===== src/serial_mode_pkg.sv =====
// Purpose: Shared constants and types for the serial communication unit.
// Assumes: 40 MHz ref_clk, Wishbone registers on aligned 32-bit words.
// Notes:   Registers hold eight significant bits, receive data nine; upper bits read as zero.
package serial_mode_pkg;
	// ================================================================
	// Register map (byte addresses).
	localparam logic [4:0] MODE_OFFSET     = 5'h00;	// serial_mode_reg.
	localparam logic [4:0] CONTROL_OFFSET  = 5'h04;	// serial_control_reg.
	localparam logic [4:0] DIVISOR_OFFSET  = 5'h08;	// bit_rate_divisor.
	localparam logic [4:0] TXDATA_OFFSET   = 5'h0c;	// Transmit data.
	localparam logic [4:0] RXDATA_OFFSET   = 5'h10;	// Receive data, bit 8 is received MPB.
	localparam logic [4:0] STATUS_OFFSET   = 5'h14;	// Sticky events, write one to clear.
	localparam logic [4:0] MASK_OFFSET     = 5'h18;	// Interrupt mask.
	// ================================================================
	// Mode register fields.
	localparam int SYNC_MODE_BIT   = 7;
	localparam int CHAR_LENGTH_BIT = 6;
	localparam int PARITY_EN_BIT   = 5;
	localparam int ODD_PARITY_BIT  = 4;
	localparam int TWO_STOP_BIT    = 3;
	localparam int MULTIPROC_BIT   = 2;
	localparam int PRESCALE_HI_BIT = 1;
	localparam int PRESCALE_LO_BIT = 0;
	// ================================================================
	// Control register fields.
	localparam int TX_ENABLE_BIT   = 5;
	localparam int RX_ENABLE_BIT   = 4;
	localparam int TX_MPB_BIT      = 2;
	localparam int EXT_CLOCK_BIT   = 1;
	localparam int CLOCK_OUT_BIT   = 0;
	// ================================================================
	// Status and mask fields.
	localparam int RX_FULL_BIT     = 0;
	localparam int TX_DONE_BIT     = 1;
	localparam int OVERRUN_BIT     = 2;
	localparam int FRAMING_BIT     = 3;
	localparam int PARITY_ERR_BIT  = 4;
	localparam int BREAK_BIT       = 5;
	// ================================================================
	// Reset values.
	localparam logic [7:0] MODE_RESET    = 8'h00;
	localparam logic [7:0] CONTROL_RESET = 8'h00;
	localparam logic [7:0] DIVISOR_RESET = 8'hff;
	localparam logic [7:0] STATUS_RESET  = 8'h00;
	localparam logic [7:0] MASK_RESET    = 8'h00;
	// ================================================================
	// Counts.
	localparam logic [3:0] OVERSAMPLE_LAST = 4'hf;	// Sixteen ticks per async bit.
	localparam logic [3:0] SAMPLE_POINT    = 4'h7;	// Eighth tick is the bit centre.
	localparam logic [3:0] SYNC_BITS       = 4'h8;	// Fixed synchronous data length.
	localparam logic [3:0] LONG_CHAR       = 4'h8;
	localparam logic [3:0] SHORT_CHAR      = 4'h7;
	// Prescaler terminal counts for divide by 1, 4, 16 and 64.
	localparam logic [5:0] PRESCALE_DIV1   = 6'h00;
	localparam logic [5:0] PRESCALE_DIV4   = 6'h03;
	localparam logic [5:0] PRESCALE_DIV16  = 6'h0f;
	localparam logic [5:0] PRESCALE_DIV64  = 6'h3f;
	// ================================================================
	typedef enum logic [1:0] {RX_IDLE, RX_START, RX_DATA, RX_CHECK} rx_state_type;
endpackage : serial_mode_pkg


===== src/serial_comm_unit.sv =====
// Purpose: Serial communication unit with mode, format and clock selection.
// Assumes: rxd and sckIn are synchronous to ref_clk; Wishbone classic slave.
// Notes:   Ack comes one cycle after the request; registers are eight bits wide, receive data nine.
//
// Notes on behaviour
// - Mode bit 7 selects async or synchronous.
// - Bit 6: eight or seven async data bits.
// - Bit 3: one or two stop bits.
// - Parity if enabled; multiprocessor bit replaces it.
// - Async receive flags framing, parity, overrun, break.
// - Sync: eight bits, no parity or stops.
// - Sync receive reports only overrun.
// - Async internal clock; pin unused or bit-rate output.
// - Async external: pin input at sixteen times rate.
// - Internal clock comes from the rate generator.
// - Sync internal drives serial clock on pin.
// - Sync external shifts on pin clock, generator bypassed.
// - Prescaler divides by 1, 4, 16, 64.
// - Eight-bit divisor sets the bit rate.
//
// Local design decisions: the Wishbone interface to the registers and the register addresses.
`timescale 1ns/100ps
module serial_comm_unit
	import serial_mode_pkg::*;
(
	input  wire logic        ref_clk,
	input  wire logic        reset_n,
	input  wire logic        wb_cyc_i,
	input  wire logic        wb_stb_i,
	input  wire logic        wb_we_i,
	input  wire logic [4:0]  wb_adr_i,
	input  wire logic [3:0]  wb_sel_i,
	input  wire logic [31:0] wb_dat_i,
	output logic [31:0]      wb_dat_o,
	output logic             wb_ack_o,
	input  wire logic        rxd,			// Receive line.
	output logic             txd,			// Transmit line.
	input  wire logic        sckIn,			// Clock pin level.
	output logic             sckOut,		// Clock pin drive value.
	output logic             sckOe,			// Clock pin drive enable.
	output logic             irq			// Level interrupt.
);
	import serial_mode_pkg::*;
	// ================================================================
	// Registers.
	logic [7:0] serialModeReg;			// Mode and format selection.
	logic [7:0] serialControlReg;			// Enables and clock selection.
	logic [7:0] bitRateDivisor;			// Divisor N.
	logic [7:0] txData;				// Byte awaiting transmission.
	logic       txPending;				// txData not yet loaded.
	logic [8:0] rxData;				// Last received byte and MPB.
	logic [7:0] status;				// Sticky events.
	logic [7:0] intMask;				// Interrupt mask.
	logic [7:0] statusSet;				// Events raised this cycle.

	// ================================================================
	// Bus decode.
	wire busReq   = wb_cyc_i && wb_stb_i;
	wire busWrite = busReq && wb_ack_o && wb_we_i && wb_sel_i[0];
	wire wrMode   = busWrite && (wb_adr_i == MODE_OFFSET);
	wire wrCtrl   = busWrite && (wb_adr_i == CONTROL_OFFSET);
	wire wrDiv    = busWrite && (wb_adr_i == DIVISOR_OFFSET);
	wire wrTx     = busWrite && (wb_adr_i == TXDATA_OFFSET);
	wire wrStatus = busWrite && (wb_adr_i == STATUS_OFFSET);
	wire wrMask   = busWrite && (wb_adr_i == MASK_OFFSET);
	logic [31:0] readMux;				// Unmapped offsets read zero.

	always_comb begin
		case (wb_adr_i)
			MODE_OFFSET:    readMux = {24'h000000, serialModeReg};
			CONTROL_OFFSET: readMux = {24'h000000, serialControlReg};
			DIVISOR_OFFSET: readMux = {24'h000000, bitRateDivisor};
			TXDATA_OFFSET:  readMux = {24'h000000, txData};
			RXDATA_OFFSET:  readMux = {23'h000000, rxData};
			STATUS_OFFSET:  readMux = {24'h000000, status};
			MASK_OFFSET:    readMux = {24'h000000, intMask};
			default:        readMux = 32'h00000000;
		endcase
	end

	// ================================================================
	// Field decode.
	wire syncMode   = serialModeReg[SYNC_MODE_BIT];
	wire extClock   = serialControlReg[EXT_CLOCK_BIT];
	wire clockOutEn = serialControlReg[CLOCK_OUT_BIT];
	wire txEnable   = serialControlReg[TX_ENABLE_BIT];
	wire rxEnable   = serialControlReg[RX_ENABLE_BIT];
	wire mpFormat   = !syncMode && serialModeReg[MULTIPROC_BIT];
	wire parityOn   = !syncMode && !mpFormat && serialModeReg[PARITY_EN_BIT];
	wire extraOn    = parityOn || mpFormat;
	wire twoStop    = !syncMode && serialModeReg[TWO_STOP_BIT];
	wire [3:0] dataLen = (!syncMode && serialModeReg[CHAR_LENGTH_BIT])
		? SHORT_CHAR : LONG_CHAR;
	wire [7:0] dataMask = (dataLen == SHORT_CHAR) ? 8'h7f : 8'hff;
	wire txParity   = (^(txData & dataMask)) ^ serialModeReg[ODD_PARITY_BIT];
	wire txExtra    = mpFormat ? serialControlReg[TX_MPB_BIT] : txParity;
	wire [3:0] frameBits = 4'h1 + dataLen + {3'h0, extraOn} + (twoStop ? 4'h2 : 4'h1);

	// ================================================================
	// Clock selection. The pin is treated as synchronous, so a plain
	// previous-value register is enough to find its edges.
	logic       sckPrev;
	logic       genTick;				// Internal sixteen-times tick.
	logic [3:0] baudPhase;				// Position within an async bit.
	logic       syncActive;			// Synchronous transfer running.
	logic       syncClk;			// Internal synchronous serial clock.
	wire sckRise = sckIn && !sckPrev;
	wire sckFall = !sckIn && sckPrev;
	wire tick16  = extClock ? sckRise : genTick;
	wire bitEdge = !syncMode && tick16 && (baudPhase == OVERSAMPLE_LAST);
	wire syncToggle = syncActive && genTick;
	wire syncRise = extClock ? sckRise : (syncToggle && !syncClk);
	wire syncFall = extClock ? sckFall : (syncToggle && syncClk);

	serial_rate_gen rateGen (
		.ref_clk        (ref_clk),
		.reset_n        (reset_n),
		.enable         (!extClock),
		.prescaleSelect ({serialModeReg[PRESCALE_HI_BIT], serialModeReg[PRESCALE_LO_BIT]}),
		.divisor        (bitRateDivisor),
		.tick           (genTick)
	);

	// Pin drive: async internal only on request, sync internal always.
	assign sckOe  = !extClock && (syncMode || clockOutEn);
	assign sckOut = syncMode ? syncClk : baudPhase[3];

	// ================================================================
	// Transmitter.
	logic [11:0] txShift;				// Frame, line bit in position 0.
	logic [3:0]  txLeft;				// Bits still to send.
	logic [11:0] txFrame;				// Assembled async frame.
	wire asyncLoad = !syncMode && txEnable && txPending && (txLeft == 4'h0) && bitEdge;
	wire syncStart = syncMode && !syncActive && ((txEnable && txPending) || (rxEnable && !txEnable));
	wire txLoad    = asyncLoad || (syncStart && txEnable);

	// Start bit, data LSB first, parity or MPB, then stop bits.
	always_comb begin
		txFrame    = 12'hffe;
		txFrame[8] = 1'b1;
		for (int i = 0; i < 8; i++) begin
			if (i < int'(dataLen)) begin
				txFrame[i + 1] = txData[i];
			end
		end
		if (extraOn) begin
			txFrame[dataLen + 4'h1] = txExtra;
		end
	end

	// Async frames shift on bit boundaries; sync bytes on falling edges.
	always_ff @(posedge ref_clk or negedge reset_n) begin
		if (!reset_n) begin
			txShift <= 12'hfff;
			txLeft  <= 4'h0;
		end else if (asyncLoad) begin
			txShift <= txFrame;
			txLeft  <= frameBits;
		end else if (syncStart && txEnable) begin
			txShift <= {4'hf, txData};
			txLeft  <= SYNC_BITS;
		end else if (!syncMode && bitEdge && txLeft != 4'h0) begin
			txShift <= {1'b1, txShift[11:1]};
			txLeft  <= txLeft - 4'h1;
		end else if (syncMode && syncFall && txLeft != 4'h0 && syncCount != 4'h0) begin
			// The first falling edge leaves bit 0 in place for the first rising edge.
			txShift <= {1'b1, txShift[11:1]};
			txLeft  <= txLeft - 4'h1;
		end
	end
	assign txd = (txLeft != 4'h0) ? txShift[0] : 1'b1;

	// ================================================================
	// Receiver.
	rx_state_type rxState;
	logic [3:0]   rxSub;				// Ticks within the current bit.
	logic [3:0]   rxCount;				// Bits captured so far.
	logic [9:0]   rxBits;				// Captured data, extra bit, stop.
	logic         rxArmed;				// Line seen idle high.
	logic [3:0]   syncCount;			// Sync bits received.
	wire [3:0]    rxLast = dataLen + {3'h0, extraOn};
	wire [7:0]    rxByte = rxBits[7:0] & dataMask;
	wire          rxExtra = rxBits[rxLast - 4'h1];
	wire          rxStop  = rxBits[rxLast];				// Only the first stop is checked.
	wire          rxRxOk  = !syncMode && rxEnable;
	wire          asyncDone = (rxState == RX_CHECK) && !syncMode;
	wire          syncRxDone = syncMode && rxEnable && syncActive && syncRise
		&& (syncCount == SYNC_BITS - 4'h1);
	wire          framingErr = asyncDone && !rxStop;
	wire          parityErr  = asyncDone && parityOn
		&& ((^rxByte ^ rxExtra) != serialModeReg[ODD_PARITY_BIT]);
	wire          breakSeen  = framingErr && (rxByte == 8'h00) && !(extraOn && rxExtra);

	// Async receive: start edge, centre check, then bits every sixteen ticks.
	always_ff @(posedge ref_clk or negedge reset_n) begin
		if (!reset_n) begin
			rxState <= RX_IDLE;
			rxSub   <= 4'h0;
			rxCount <= 4'h0;
			rxBits  <= 10'h000;
			rxArmed <= 1'b0;
		end else begin
			case (rxState)
				RX_IDLE: begin
					if (tick16) begin
						rxArmed <= rxd;
					end
					if (rxRxOk && tick16 && rxArmed && !rxd) begin
						rxState <= RX_START;
						rxSub   <= 4'h0;
					end
				end
				RX_START: begin
					if (tick16) begin
						rxSub <= rxSub + 4'h1;
						if (rxSub == SAMPLE_POINT) begin
							rxState <= rxd ? RX_IDLE : RX_DATA;	// Glitch rejected.
							rxSub   <= 4'h0;
							rxCount <= 4'h0;
						end
					end
				end
				RX_DATA: begin
					if (tick16) begin
						rxSub <= rxSub + 4'h1;
						if (rxSub == OVERSAMPLE_LAST) begin
							rxBits[rxCount] <= rxd;
							rxCount         <= rxCount + 4'h1;
							if (rxCount == rxLast) begin
								rxState <= RX_CHECK;
							end
						end
					end
				end
				RX_CHECK: begin
					rxState <= RX_IDLE;
					rxArmed <= 1'b0;
				end
				default: rxState <= RX_IDLE;
			endcase
			if (syncMode) begin
				rxState <= RX_IDLE;
			end
			if (syncMode && syncRise) begin
				rxBits <= {2'h0, rxd, rxBits[7:1]};
			end
		end
	end

	// Synchronous framing: eight rising edges, then the last falling edge.
	always_ff @(posedge ref_clk or negedge reset_n) begin
		if (!reset_n) begin
			syncActive <= 1'b0;
			syncCount  <= 4'h0;
			syncClk    <= 1'b1;
		end else if (syncStart) begin
			syncActive <= 1'b1;
			syncCount  <= 4'h0;
		end else if (syncActive) begin
			if (syncRise) begin
				syncCount <= syncCount + 4'h1;
			end
			if (syncFall && syncCount == SYNC_BITS) begin
				syncActive <= 1'b0;			// Clock parks high, no ninth pulse.
			end else begin
				syncClk <= syncToggle ? !syncClk : syncClk;
			end
		end else begin
			syncClk <= 1'b1;
		end
	end

	// ================================================================
	// Async phase, edge history and received data.
	always_ff @(posedge ref_clk or negedge reset_n) begin
		if (!reset_n) begin
			baudPhase <= 4'h0;
			sckPrev   <= 1'b1;				// Idle pin level, so no false edge.
			rxData    <= 9'h000;
		end else begin
			baudPhase <= tick16 ? baudPhase + 4'h1 : baudPhase;
			sckPrev   <= sckIn;
			if (asyncDone && !status[RX_FULL_BIT]) begin
				rxData <= {mpFormat && rxExtra, rxByte};
			end else if (syncRxDone && !status[RX_FULL_BIT]) begin
				rxData <= {1'b0, rxd, rxBits[7:1]};
			end
		end
	end

	// Event collection; overrun means the previous byte was not cleared.
	always_comb begin
		statusSet                 = 8'h00;
		statusSet[RX_FULL_BIT]    = (asyncDone || syncRxDone) && !status[RX_FULL_BIT];
		statusSet[OVERRUN_BIT]    = (asyncDone || syncRxDone) && status[RX_FULL_BIT];
		statusSet[FRAMING_BIT]    = framingErr && !status[RX_FULL_BIT];
		statusSet[PARITY_ERR_BIT] = parityErr && !status[RX_FULL_BIT];
		statusSet[BREAK_BIT]      = breakSeen;
		statusSet[TX_DONE_BIT]    = (!syncMode && bitEdge && txLeft == 4'h1)
			|| (syncMode && syncFall && syncActive && syncCount == SYNC_BITS && txEnable);
	end

	// ================================================================
	// Register writes. A new event wins over a simultaneous clear.
	always_ff @(posedge ref_clk or negedge reset_n) begin
		if (!reset_n) begin
			serialModeReg    <= MODE_RESET;
			serialControlReg <= CONTROL_RESET;
			bitRateDivisor   <= DIVISOR_RESET;
			txData           <= 8'h00;
			txPending        <= 1'b0;
			status           <= STATUS_RESET;
			intMask          <= MASK_RESET;
		end else begin
			serialModeReg    <= wrMode ? wb_dat_i[7:0] : serialModeReg;
			serialControlReg <= wrCtrl ? wb_dat_i[7:0] : serialControlReg;
			bitRateDivisor   <= wrDiv ? wb_dat_i[7:0] : bitRateDivisor;
			txData           <= wrTx ? wb_dat_i[7:0] : txData;
			txPending        <= wrTx || (txPending && !txLoad);
			intMask          <= wrMask ? wb_dat_i[7:0] : intMask;
			status           <= (status & ~(wrStatus ? wb_dat_i[7:0] : 8'h00)) | statusSet;
		end
	end

	// Bus answer one cycle after the request, dropped the cycle after.
	always_ff @(posedge ref_clk or negedge reset_n) begin
		if (!reset_n) begin
			wb_ack_o <= 1'b0;
			wb_dat_o <= 32'h00000000;
		end else begin
			wb_ack_o <= busReq && !wb_ack_o;
			wb_dat_o <= (busReq && !wb_ack_o) ? readMux : wb_dat_o;
		end
	end
	assign irq = |(status & intMask);

	// ================================================================
	// Checks.
	property p_syncFormat;
		@(posedge ref_clk) disable iff (!reset_n)
		syncMode |-> dataLen == 4'h8 && !extraOn && !twoStop;
	endproperty
	a_syncFormat: assert property (p_syncFormat) else $error("Sync format not fixed");
	property p_shortChar;
		@(posedge ref_clk) disable iff (!reset_n)
		!syncMode && serialModeReg[CHAR_LENGTH_BIT] |-> dataLen == 4'h7;
	endproperty
	a_shortChar: assert property (p_shortChar) else $error("Seven-bit length wrong");
	property p_frameLength;
		@(posedge ref_clk) disable iff (!reset_n)
		asyncLoad |=> txLeft == 4'h1 + $past(dataLen) + {3'h0, $past(extraOn)}
			+ ($past(twoStop) ? 4'h2 : 4'h1) && !txd;
	endproperty
	a_frameLength: assert property (p_frameLength) else $error("Async frame length wrong");
	property p_mpNoParity;
		@(posedge ref_clk) disable iff (!reset_n)
		serialModeReg[MULTIPROC_BIT] |-> !parityOn;
	endproperty
	a_mpNoParity: assert property (p_mpNoParity) else $error("Parity with MP format");
	property p_pinDrive;
		@(posedge ref_clk) disable iff (!reset_n)
		sckOe == (!extClock && (syncMode || clockOutEn));
	endproperty
	a_pinDrive: assert property (p_pinDrive) else $error("Clock pin direction wrong");
	property p_extBypass;
		@(posedge ref_clk) disable iff (!reset_n)
		extClock |-> ##2 !genTick;
	endproperty
	a_extBypass: assert property (p_extBypass) else $error("Generator ran on ext clock");
	property p_overrun;
		@(posedge ref_clk) disable iff (!reset_n)
		(asyncDone || syncRxDone) && status[RX_FULL_BIT] |=> status[OVERRUN_BIT]
			&& $stable(rxData);
	endproperty
	a_overrun: assert property (p_overrun) else $error("Overrun not reported");
	property p_syncErrors;
		@(posedge ref_clk) disable iff (!reset_n)
		syncMode |-> !statusSet[FRAMING_BIT] && !statusSet[PARITY_ERR_BIT]
			&& !statusSet[BREAK_BIT];
	endproperty
	a_syncErrors: assert property (p_syncErrors) else $error("Sync reported async error");
	property p_internalTick;
		@(posedge ref_clk) disable iff (!reset_n)
		!extClock && genTick && !syncMode |-> tick16 ##1 baudPhase == $past(baudPhase) + 4'h1;
	endproperty
	a_internalTick: assert property (p_internalTick) else $error("Internal tick lost");
endmodule : serial_comm_unit


===== src/serial_rate_gen.sv =====
// Purpose: Bit rate generator, one tick per sixteenth of an async bit.
// Assumes: Divisor and prescaler change only while the unit is idle.
// Notes:   Tick period is 2 * 4^n * (N+1) reference clocks.
`timescale 1ns/100ps
module serial_rate_gen
	import serial_mode_pkg::*;
(
	input  wire logic       ref_clk,
	input  wire logic       reset_n,
	input  wire logic       enable,			// Low while an external clock is used.
	input  wire logic [1:0] prescaleSelect,		// Prescaler code n.
	input  wire logic [7:0] divisor,		// Divisor N.
	output logic            tick			// One-cycle pulse.
);
	// ================================================================
	// Prescaler and divider.
	logic [5:0] preCount;				// Prescaler phase.
	logic [7:0] divCount;				// Divider phase.
	logic       half;				// Alternates every N+1 prescaled pulses.
	logic [5:0] preLast;				// Selected terminal count.
	wire        preTick = (preCount == preLast);
	wire        divWrap = preTick && (divCount == divisor);

	// Prescaler terminal count from the code.
	always_comb begin
		case (prescaleSelect)
			2'h0:    preLast = PRESCALE_DIV1;
			2'h1:    preLast = PRESCALE_DIV4;
			2'h2:    preLast = PRESCALE_DIV16;
			default: preLast = PRESCALE_DIV64;
		endcase
	end

	// Counters clear to zero while bypassed, so restart is clean.
	always_ff @(posedge ref_clk or negedge reset_n) begin
		if (!reset_n) begin
			preCount <= 6'h00;
			divCount <= 8'h00;
			half     <= 1'b0;
			tick     <= 1'b0;
		end else if (!enable) begin
			preCount <= 6'h00;
			divCount <= 8'h00;
			half     <= 1'b0;
			tick     <= 1'b0;
		end else begin
			preCount <= preTick ? 6'h00 : preCount + 6'h01;
			divCount <= divWrap ? 8'h00 : (preTick ? divCount + 8'h01 : divCount);
			half     <= divWrap ? !half : half;
			tick     <= divWrap && half;
		end
	end

	// With n=0 and N=0 a tick appears every second clock. The setting must
	// hold over the window, since a rate change restarts the spacing.
	property p_fastestRate;
		@(posedge ref_clk) disable iff (!reset_n)
		tick && enable && prescaleSelect == 2'h0 && divisor == 8'h00
			##1 enable && prescaleSelect == 2'h0 && divisor == 8'h00 |-> !tick ##1 tick;
	endproperty
	a_fastestRate: assert property (p_fastestRate) else $error("Rate tick spacing wrong");
endmodule : serial_rate_gen


===== config.mk =====
export PLATFORM = sky130hd
export DESIGN_NAME = serial_comm_unit
export DESIGN_NICKNAME = d
export VERILOG_FILES = /design/src/serial_mode_pkg.sv /design/src/serial_comm_unit.sv /design/src/serial_rate_gen.sv
export SDC_FILE = /design/constraint.sdc
export NUM_CORES = 1
export LEC_CHECK = 0
export BUFFER_PORTS_ARGS = -buffer_cell sky130_fd_sc_hd__buf_2
export CAP_MARGIN = 20
export CORE_UTILIZATION = 40
export CTS_BUF_LIST = sky130_fd_sc_hd__clkbuf_16
export CTS_CLUSTER_SIZE = 28
export DETAILED_ROUTE_END_ITERATION = 7
export GPL_TIMING_DRIVEN = 0
export PLACE_DENSITY_LB_ADDON = 0.05
export REMOVE_ABC_BUFFERS = 1
export SETUP_SLACK_MARGIN = 0.5
export SLEW_MARGIN = 10
export SYNTH_ARGS = -nofsm -noshare
export SYNTH_HDL_FRONTEND = slang
export SYNTH_SLANG_ARGS = --single-unit

===== constraint.sdc =====
create_clock -name ref_clk -period 2.3 [get_ports ref_clk]
set_input_delay 0.23 -clock ref_clk [delete_from_list [all_inputs] [get_ports ref_clk]]
set_output_delay 0.23 -clock ref_clk [all_outputs]
set_load 0.03 [all_outputs]

# == Word level (Yosys, flattened, before mapping) ==
# Index checks and enable logic that the tools add are counted.
# totals
reg_bits,155
latchBits,0
mem_bits_rw,0
romBits,0
inputBits,48
elab_cells,302
memories,0
# classes
n_addsub,12
multipliers,0
n_div,0
magnitude_cmp,14
eq_ne,36
shifts,0
mux,83
bitwise_logic,9
reduce_logical,122
# op_table
cell,n
$logic_and A1 B1 Y1,71
$mux W4,16
$pmux W9 S7,1
$mux W12,5
$mux W10,4
$mux W8,5
$and A8 B8 Y8,4
$mux W1,28
$add A4 B1 Y4 const B,5
$lt A4 B5 Y1 const B,4
$mux W2,9
$mux W9,2
$ne A3 B3 Y1 const B,6
$pmux W6 S3,1
$reduce_bool A2 Y1,9
$lt A3 B4 Y1 const A,4
$reduce_xor A8 Y1,2
$eq A5 B5 Y1 const B,3
$logic_not A1 Y1,15
$ne A2 B2 Y1 const B,7
$bwmux W12,1
$eq A4 B3 Y1 const B,3
$eq A4 B4 Y1 const B,3
$mux W6,2
42 further kinds,66

# == Logic depth before layout (Yosys ltp) ==
# depth
depth_word,15
depth_mapped,8
mapped_depth_nobuf,8

# == By module ==
# From an unflattened synthesis, not the netlist that was laid out.
# unflattened
cells_unflattened,717
hier_area_um2,7567.3
# modules_own_cells
mod,n_inst,cells_each,area_per_inst_um2,seq_area_each_um2
serial_comm_unit,1,624,6671.4,2877.8
serial_rate_gen,1,93,895.9,400.4

# == Worst setup path after synthesis ==
# OpenSTA, ideal clock, no wires.
# synth_path
path_type,flip-flop to flip-flop
startpoint,register serialModeReg[7]
endpoint,register status[5]
setup_time_ps,65
arrival_time_ps,2283
path_slack_ps,-48
stages_incl_launch_ff,9
n_path_buf,1
cell_sequence,dfrtp_1 > clkbuf_1 > nor2_1 > ha_1 > mux4_2 > inv_1 > o22ai_1 > a2111oi_0 > a21o_1
# synth_via
elab_chain_len,14
# synth_lines
item,line_no,rtl
from (decl),serial_comm_unit.sv:46,logic [7:0] serialModeReg;
from (signal assigned),serial_comm_unit.sv:315,serialModeReg <= wrMode ? wb_dat_i[7:0] : serialModeReg;
$logic_not A1 Y1 (*),n/a,
$logic_and A1 B1 Y1,serial_comm_unit.sv:88,wire mpFormat = !syncMode && serialModeReg[MULTIPROC_BIT];
$logic_not A1 Y1,serial_comm_unit.sv:89,wire parityOn = !syncMode && !mpFormat && serialModeReg[PARITY_EN_BIT];
$logic_and A1 B1 Y1 (2 in series),serial_comm_unit.sv:89,
$logic_or A1 B1 Y1,serial_comm_unit.sv:90,wire extraOn = parityOn || mpFormat;
$add A4 B1 Y4,serial_comm_unit.sv:181,"wire [3:0] rxLast = dataLen + {3'h0, extraOn};"
$sub A4 B1 Y4 or $bmux W1 S4 (tied branches),"serial_comm_unit.sv:183, serial_comm_unit.sv:184",
$bmux W1 S4 or $mux W1 (tied branches),"serial_comm_unit.sv:183, serial_comm_unit.sv:184",
$mux W1 (not written as such) or $logic_not A1 Y1 (tied branches),"serial_comm_unit.sv:183, serial_comm_unit.sv:189",
$logic_and A1 B1 Y1 (on tied branches),"serial_comm_unit.sv:192, serial_comm_unit.sv:189",
$logic_not A1 Y1 or $logic_and A1 B1 Y1 (tied branches),serial_comm_unit.sv:192,wire breakSeen = framingErr && (rxByte == 8'h00) && !(extraOn && rxExtra);
$logic_and A1 B1 Y1 (*),serial_comm_unit.sv:192,
$or A8 B6 Y8 (*),serial_comm_unit.sv:321,status <= (status & ~(wrStatus ? wb_dat_i[7:0] : 8'h00)) | statusSet;
to (signal assigned),serial_comm_unit.sv:321,
to (decl),serial_comm_unit.sv:52,logic [7:0] status;
# Mark *: on every way between the ends. The rest lies on a longest branch, timed or not. The select of a mux whose other input is x is not followed.
# A chain may end at the register's enable or synchronous reset.

# == Final worst setup path ==
# layout_path
startpoint,register serialModeReg[7]
endpoint,register txLeft[1]
# layout_via
elab_chain_len,9
# layout_lines
item,line_no,rtl
"parallel branches: the longest is 9 deep, another holds $add A4 B1 Y4",n/a,
to (signal assigned),serial_comm_unit.sv:158,txLeft <= frameBits;
to (signal assigned),serial_comm_unit.sv:164,txLeft <= txLeft - 4'h1;
to (signal assigned),serial_comm_unit.sv:168,txLeft <= txLeft - 4'h1;
to (decl),serial_comm_unit.sv:131,logic [3:0] txLeft;
# Parallel ways; which one is timed is not known.

==> impl_metrics.yaml <==
run:
  drv_cap: 0
timing:
  drv_slew: 0
  setup_viol: 0
  relSlewSlack: 0.352
  rsz0062_at_grt: "yes"
  fin_crit_sh: 0.935
  post-route-min-period_ns: 2.15
  skew_ns: 0.00775
  tns_ns: 0
  hold_viol: 0
  max_freq_mhz: 465
  max_slew.worst_pin.slew_ns: 0.963
  hold_slack_ns: 0.0963
route:
  drt_first_pass_iters: 7
  wirelength_mm: 21.0
  final_antenna_net_count: 0
  avgViaCountPerCell: 5.60
  wl_per_cell_um: 19.8
  num_vias: 5927
  drtIter0Drc: 386
  drc_errors: 7
floorplan:
  start_util: 0.413
  rows: 49
  die_h_um: 139
  dieArea_um2: 19300
  num_io_pins: 85
  die_w_um: 139
  core_um2: 18100
setup_path:
  cp_max_fo: 7
  critPathLaunchType: "flip-flop"
  timing.rr.end: "txLeft[1]"
  ff2ff_path_depth: 4
  cp.arrival_ns: 2.47
  worst_ep_required_time_ns: 2.61
  r2r_start: "serialModeReg[7]"
  rrSetupSlack_ns: 0.15
  crit_path_end_kind: "flip-flop"
  path_class: "flip-flop to flip-flop"
power_and_ir_drop:
  clock_power_share: 0.390
  vdd.ir_drop.worst_mv: 0.550
  swShare: 0.295
  power.switching_uw: 1860
  power.leakage_uw: 0.00434
  pwr-share-seq: 0.414
  p_int_uw: 4450
  powerDensity_nw_per_um2: 653
  p_comb_frac: 0.197
logic_synthesis:
  netlist_instances: 721
  yosys.cell_count.top_type: "dfrtp_1"
  async_flop_share: 1.00
  synth-edff-count: 0
  synth_area_leaders: "dfrtp_1, dfstp_2, mux2_1"
  synth_commonest_cells: "dfrtp_1, nor2_1, mux2_1, nand2_1, a21oi_1"
  ys_seq_elements: 130
  avgSynthCellArea_um2: 10.4
  synthFlopType: "dfrtp_1"
  yosysTopAreaCell: "dfrtp_1"
  synth_cell_type_count: 75
  synth_top_area_frac: 0.368
  seq_area_frac_synth: 0.438
  yosysWarnings: 0
  synth_area_um2: 7490
grt:
  grt_pass1_vias: 5936
  grt_overflow_total: 0
  grt_busiest_layer: "met2"
  grt_pass1_wl_mm: 32.8
  gr-usage-met3: 0.0494
  grt_antenna_before_repair: 0
  grt_max_degree: 79
  grtUsageMet2: 0.374
  grt_usage: 0.221
  grtUsageMet1: 0.285
worst_hold_path:
  hold_path_depth: 2
  hold_path_class: "input port to flip-flop"
  hold_path_end: "status[6]"
  hp-start: "wb_dat_i[6]"
run_status:
  outcome: "finished, violations left"
  violations: "design-rule violations"
clock_network:
  clock_sinks: 130
  cts_tree: "yes"
  ctsHtreeMaxLevel: 4
  root_buffer: "clkbuf_16"
  cts_made_buffers: 17
  clk_path_buf_depth: 2
  insertion_delay_ns: 0.43
  path_clk_slew_ns: 0.06
placed_design:
  dpl_cell_area_um2: 7770
  numPortBuffers: 34
  globalplace.congestion: 0.805
  hpwl_mm: 13.4
cells_and_area:
  antenna_cells: 0
  nets: 891
  drive_gt1_frac: 0.333
  utilization: 0.532
  n_fill_cell: 1617
  final_area_um2: 9660
  syn2layout_area_growth_pct: 29.0
-- layout by cell type (no fill, tap or decap), types with 5 or more instances in the layout --
master / count
nor3_1: 6
xor2_1: 18
clkinv_2: 7
conb_1: 23
buf_2: 33
nor2_2: 10
buf_4: 46
dfrtp_1: 102
mux2_1: 45
nor2_1: 42
a21oi_1: 29
inv_1: 23
nand3_1: 30
xnor2_1: 14
dfstp_2: 20
a21o_1: 5
ha_1: 19
nor2_4: 7
o21ai_1: 12
nor4_4: 5
a211oi_2: 8
buf_12: 7
a222oi_1: 7
buf_6: 12
dfrtp_2: 6
nand2_1: 32
ha_4: 6
nand4b_1: 7
o21ai_0: 10
a22o_1: 14
nand2b_1: 9
mux2i_1: 23
nand3b_1: 6
nand2_2: 9
clkbuf_16: 18
a22oi_1: 22
-- kinds of logic (layout without fill, tap and decap cells) --
logic type               count (synthesis)  count (layout)  share of synthesized area
XOR/XNOR                                34              34                     0.0398
AND/OR/NAND/NOR                        219             219                      0.163
buffers and inverters                   77             162                     0.0525
adder cells (fa/ha/maj)                 25              25                     0.0418
other                                    1              23                   0.000501
multiplexers                            77              77                      0.115
AO/OA/AOI/OAI                          158             160                      0.150
flip-flops                             130             130                      0.438
-- per-stage QoR --
stage	setup WS (ns)	std cells	total power [uW]
global placement	-0.857	957	3430
CTS	0.170	1032	6120
detailed placement	-0.571	958	3460
finish	0.149	1059	6310
floorplan	0.0547	694	3170
global route	0.124	1059	6580
-- what timing repair did --
item / in CTS / in global routing
setup buffers: 40 / 25
hold buffers: 2 / 0
hold endpoints to repair: 45 / 0
resized for setup: 85 / 77
endpoints found under the setup margin: 102 / 64
cloned: 1 / 2
pin swaps: 27 / 22
-- area by class of cell --
type                            instances  area [um^2]  share of cell area
Multi-Input combinational cell        538         4580               0.474
Sequential cell                       130         3290               0.341
Timing Repair Buffer                  103          873              0.0904
Clock buffer                           17          425              0.0440
Tap cell                              229          287              0.0297
Inverter                               28          108              0.0111
Clock inverter                         14         98.8              0.0102
-- sequential cells by signal, indices dropped and copies added (netlist names), 6 cells and up --
name,cells
wb_dat_o,9
txData,8
status,8
txShift,10
rateGen.preCount,6
rateGen.divCount,8
bitRateDivisor,8
serialModeReg,8
rxData,9
serialControlReg,8
rxBits,10
intMask,8
-- power by group through the flow --
stage	logic (uW)	clock network [uW]	registers (uW)
2_1_floorplan	581	0	2590
3_3_place_gp	800	0	2630
5_1_grt	1340	2610	2630
3_5_place_dp	823	0	2640
4_1_cts	1010	2510	2600
6_report	1240	2460	2610
-- routing by layer --
metal / vias to the layer above / wire [um]
met4: 0 / 242
met2: 109 / 10700
met3: 18 / 710
met1: 3011 / 9370
met5: - / 0
li1: 2789 / -
-- critical path, cell delays in order (launching register included) --
cell and delay (ns):
dfrtp_4 0.54, or4b_4 0.57, or4_4 0.52, and2_4 0.20, a32o_1 0.21
-- worst max path at each step --
stage	startpoint	endpoint	slack, ns	cells after the start
after global placement	reset_n	rxBits[3]	-0.86	1
after CTS	txLeft[0]	txLeft[1]	0.17	6
after floorplan	serialModeReg[7]	status[5]	0.05	7
after global routing	serialModeReg[7]	txLeft[1]	0.12	4
final	serialModeReg[7]	txLeft[1]	0.15	4
after detailed placement	serialControlReg[1]	txShift[3]	-0.57	5
Power figures use the tool's default switching activity.
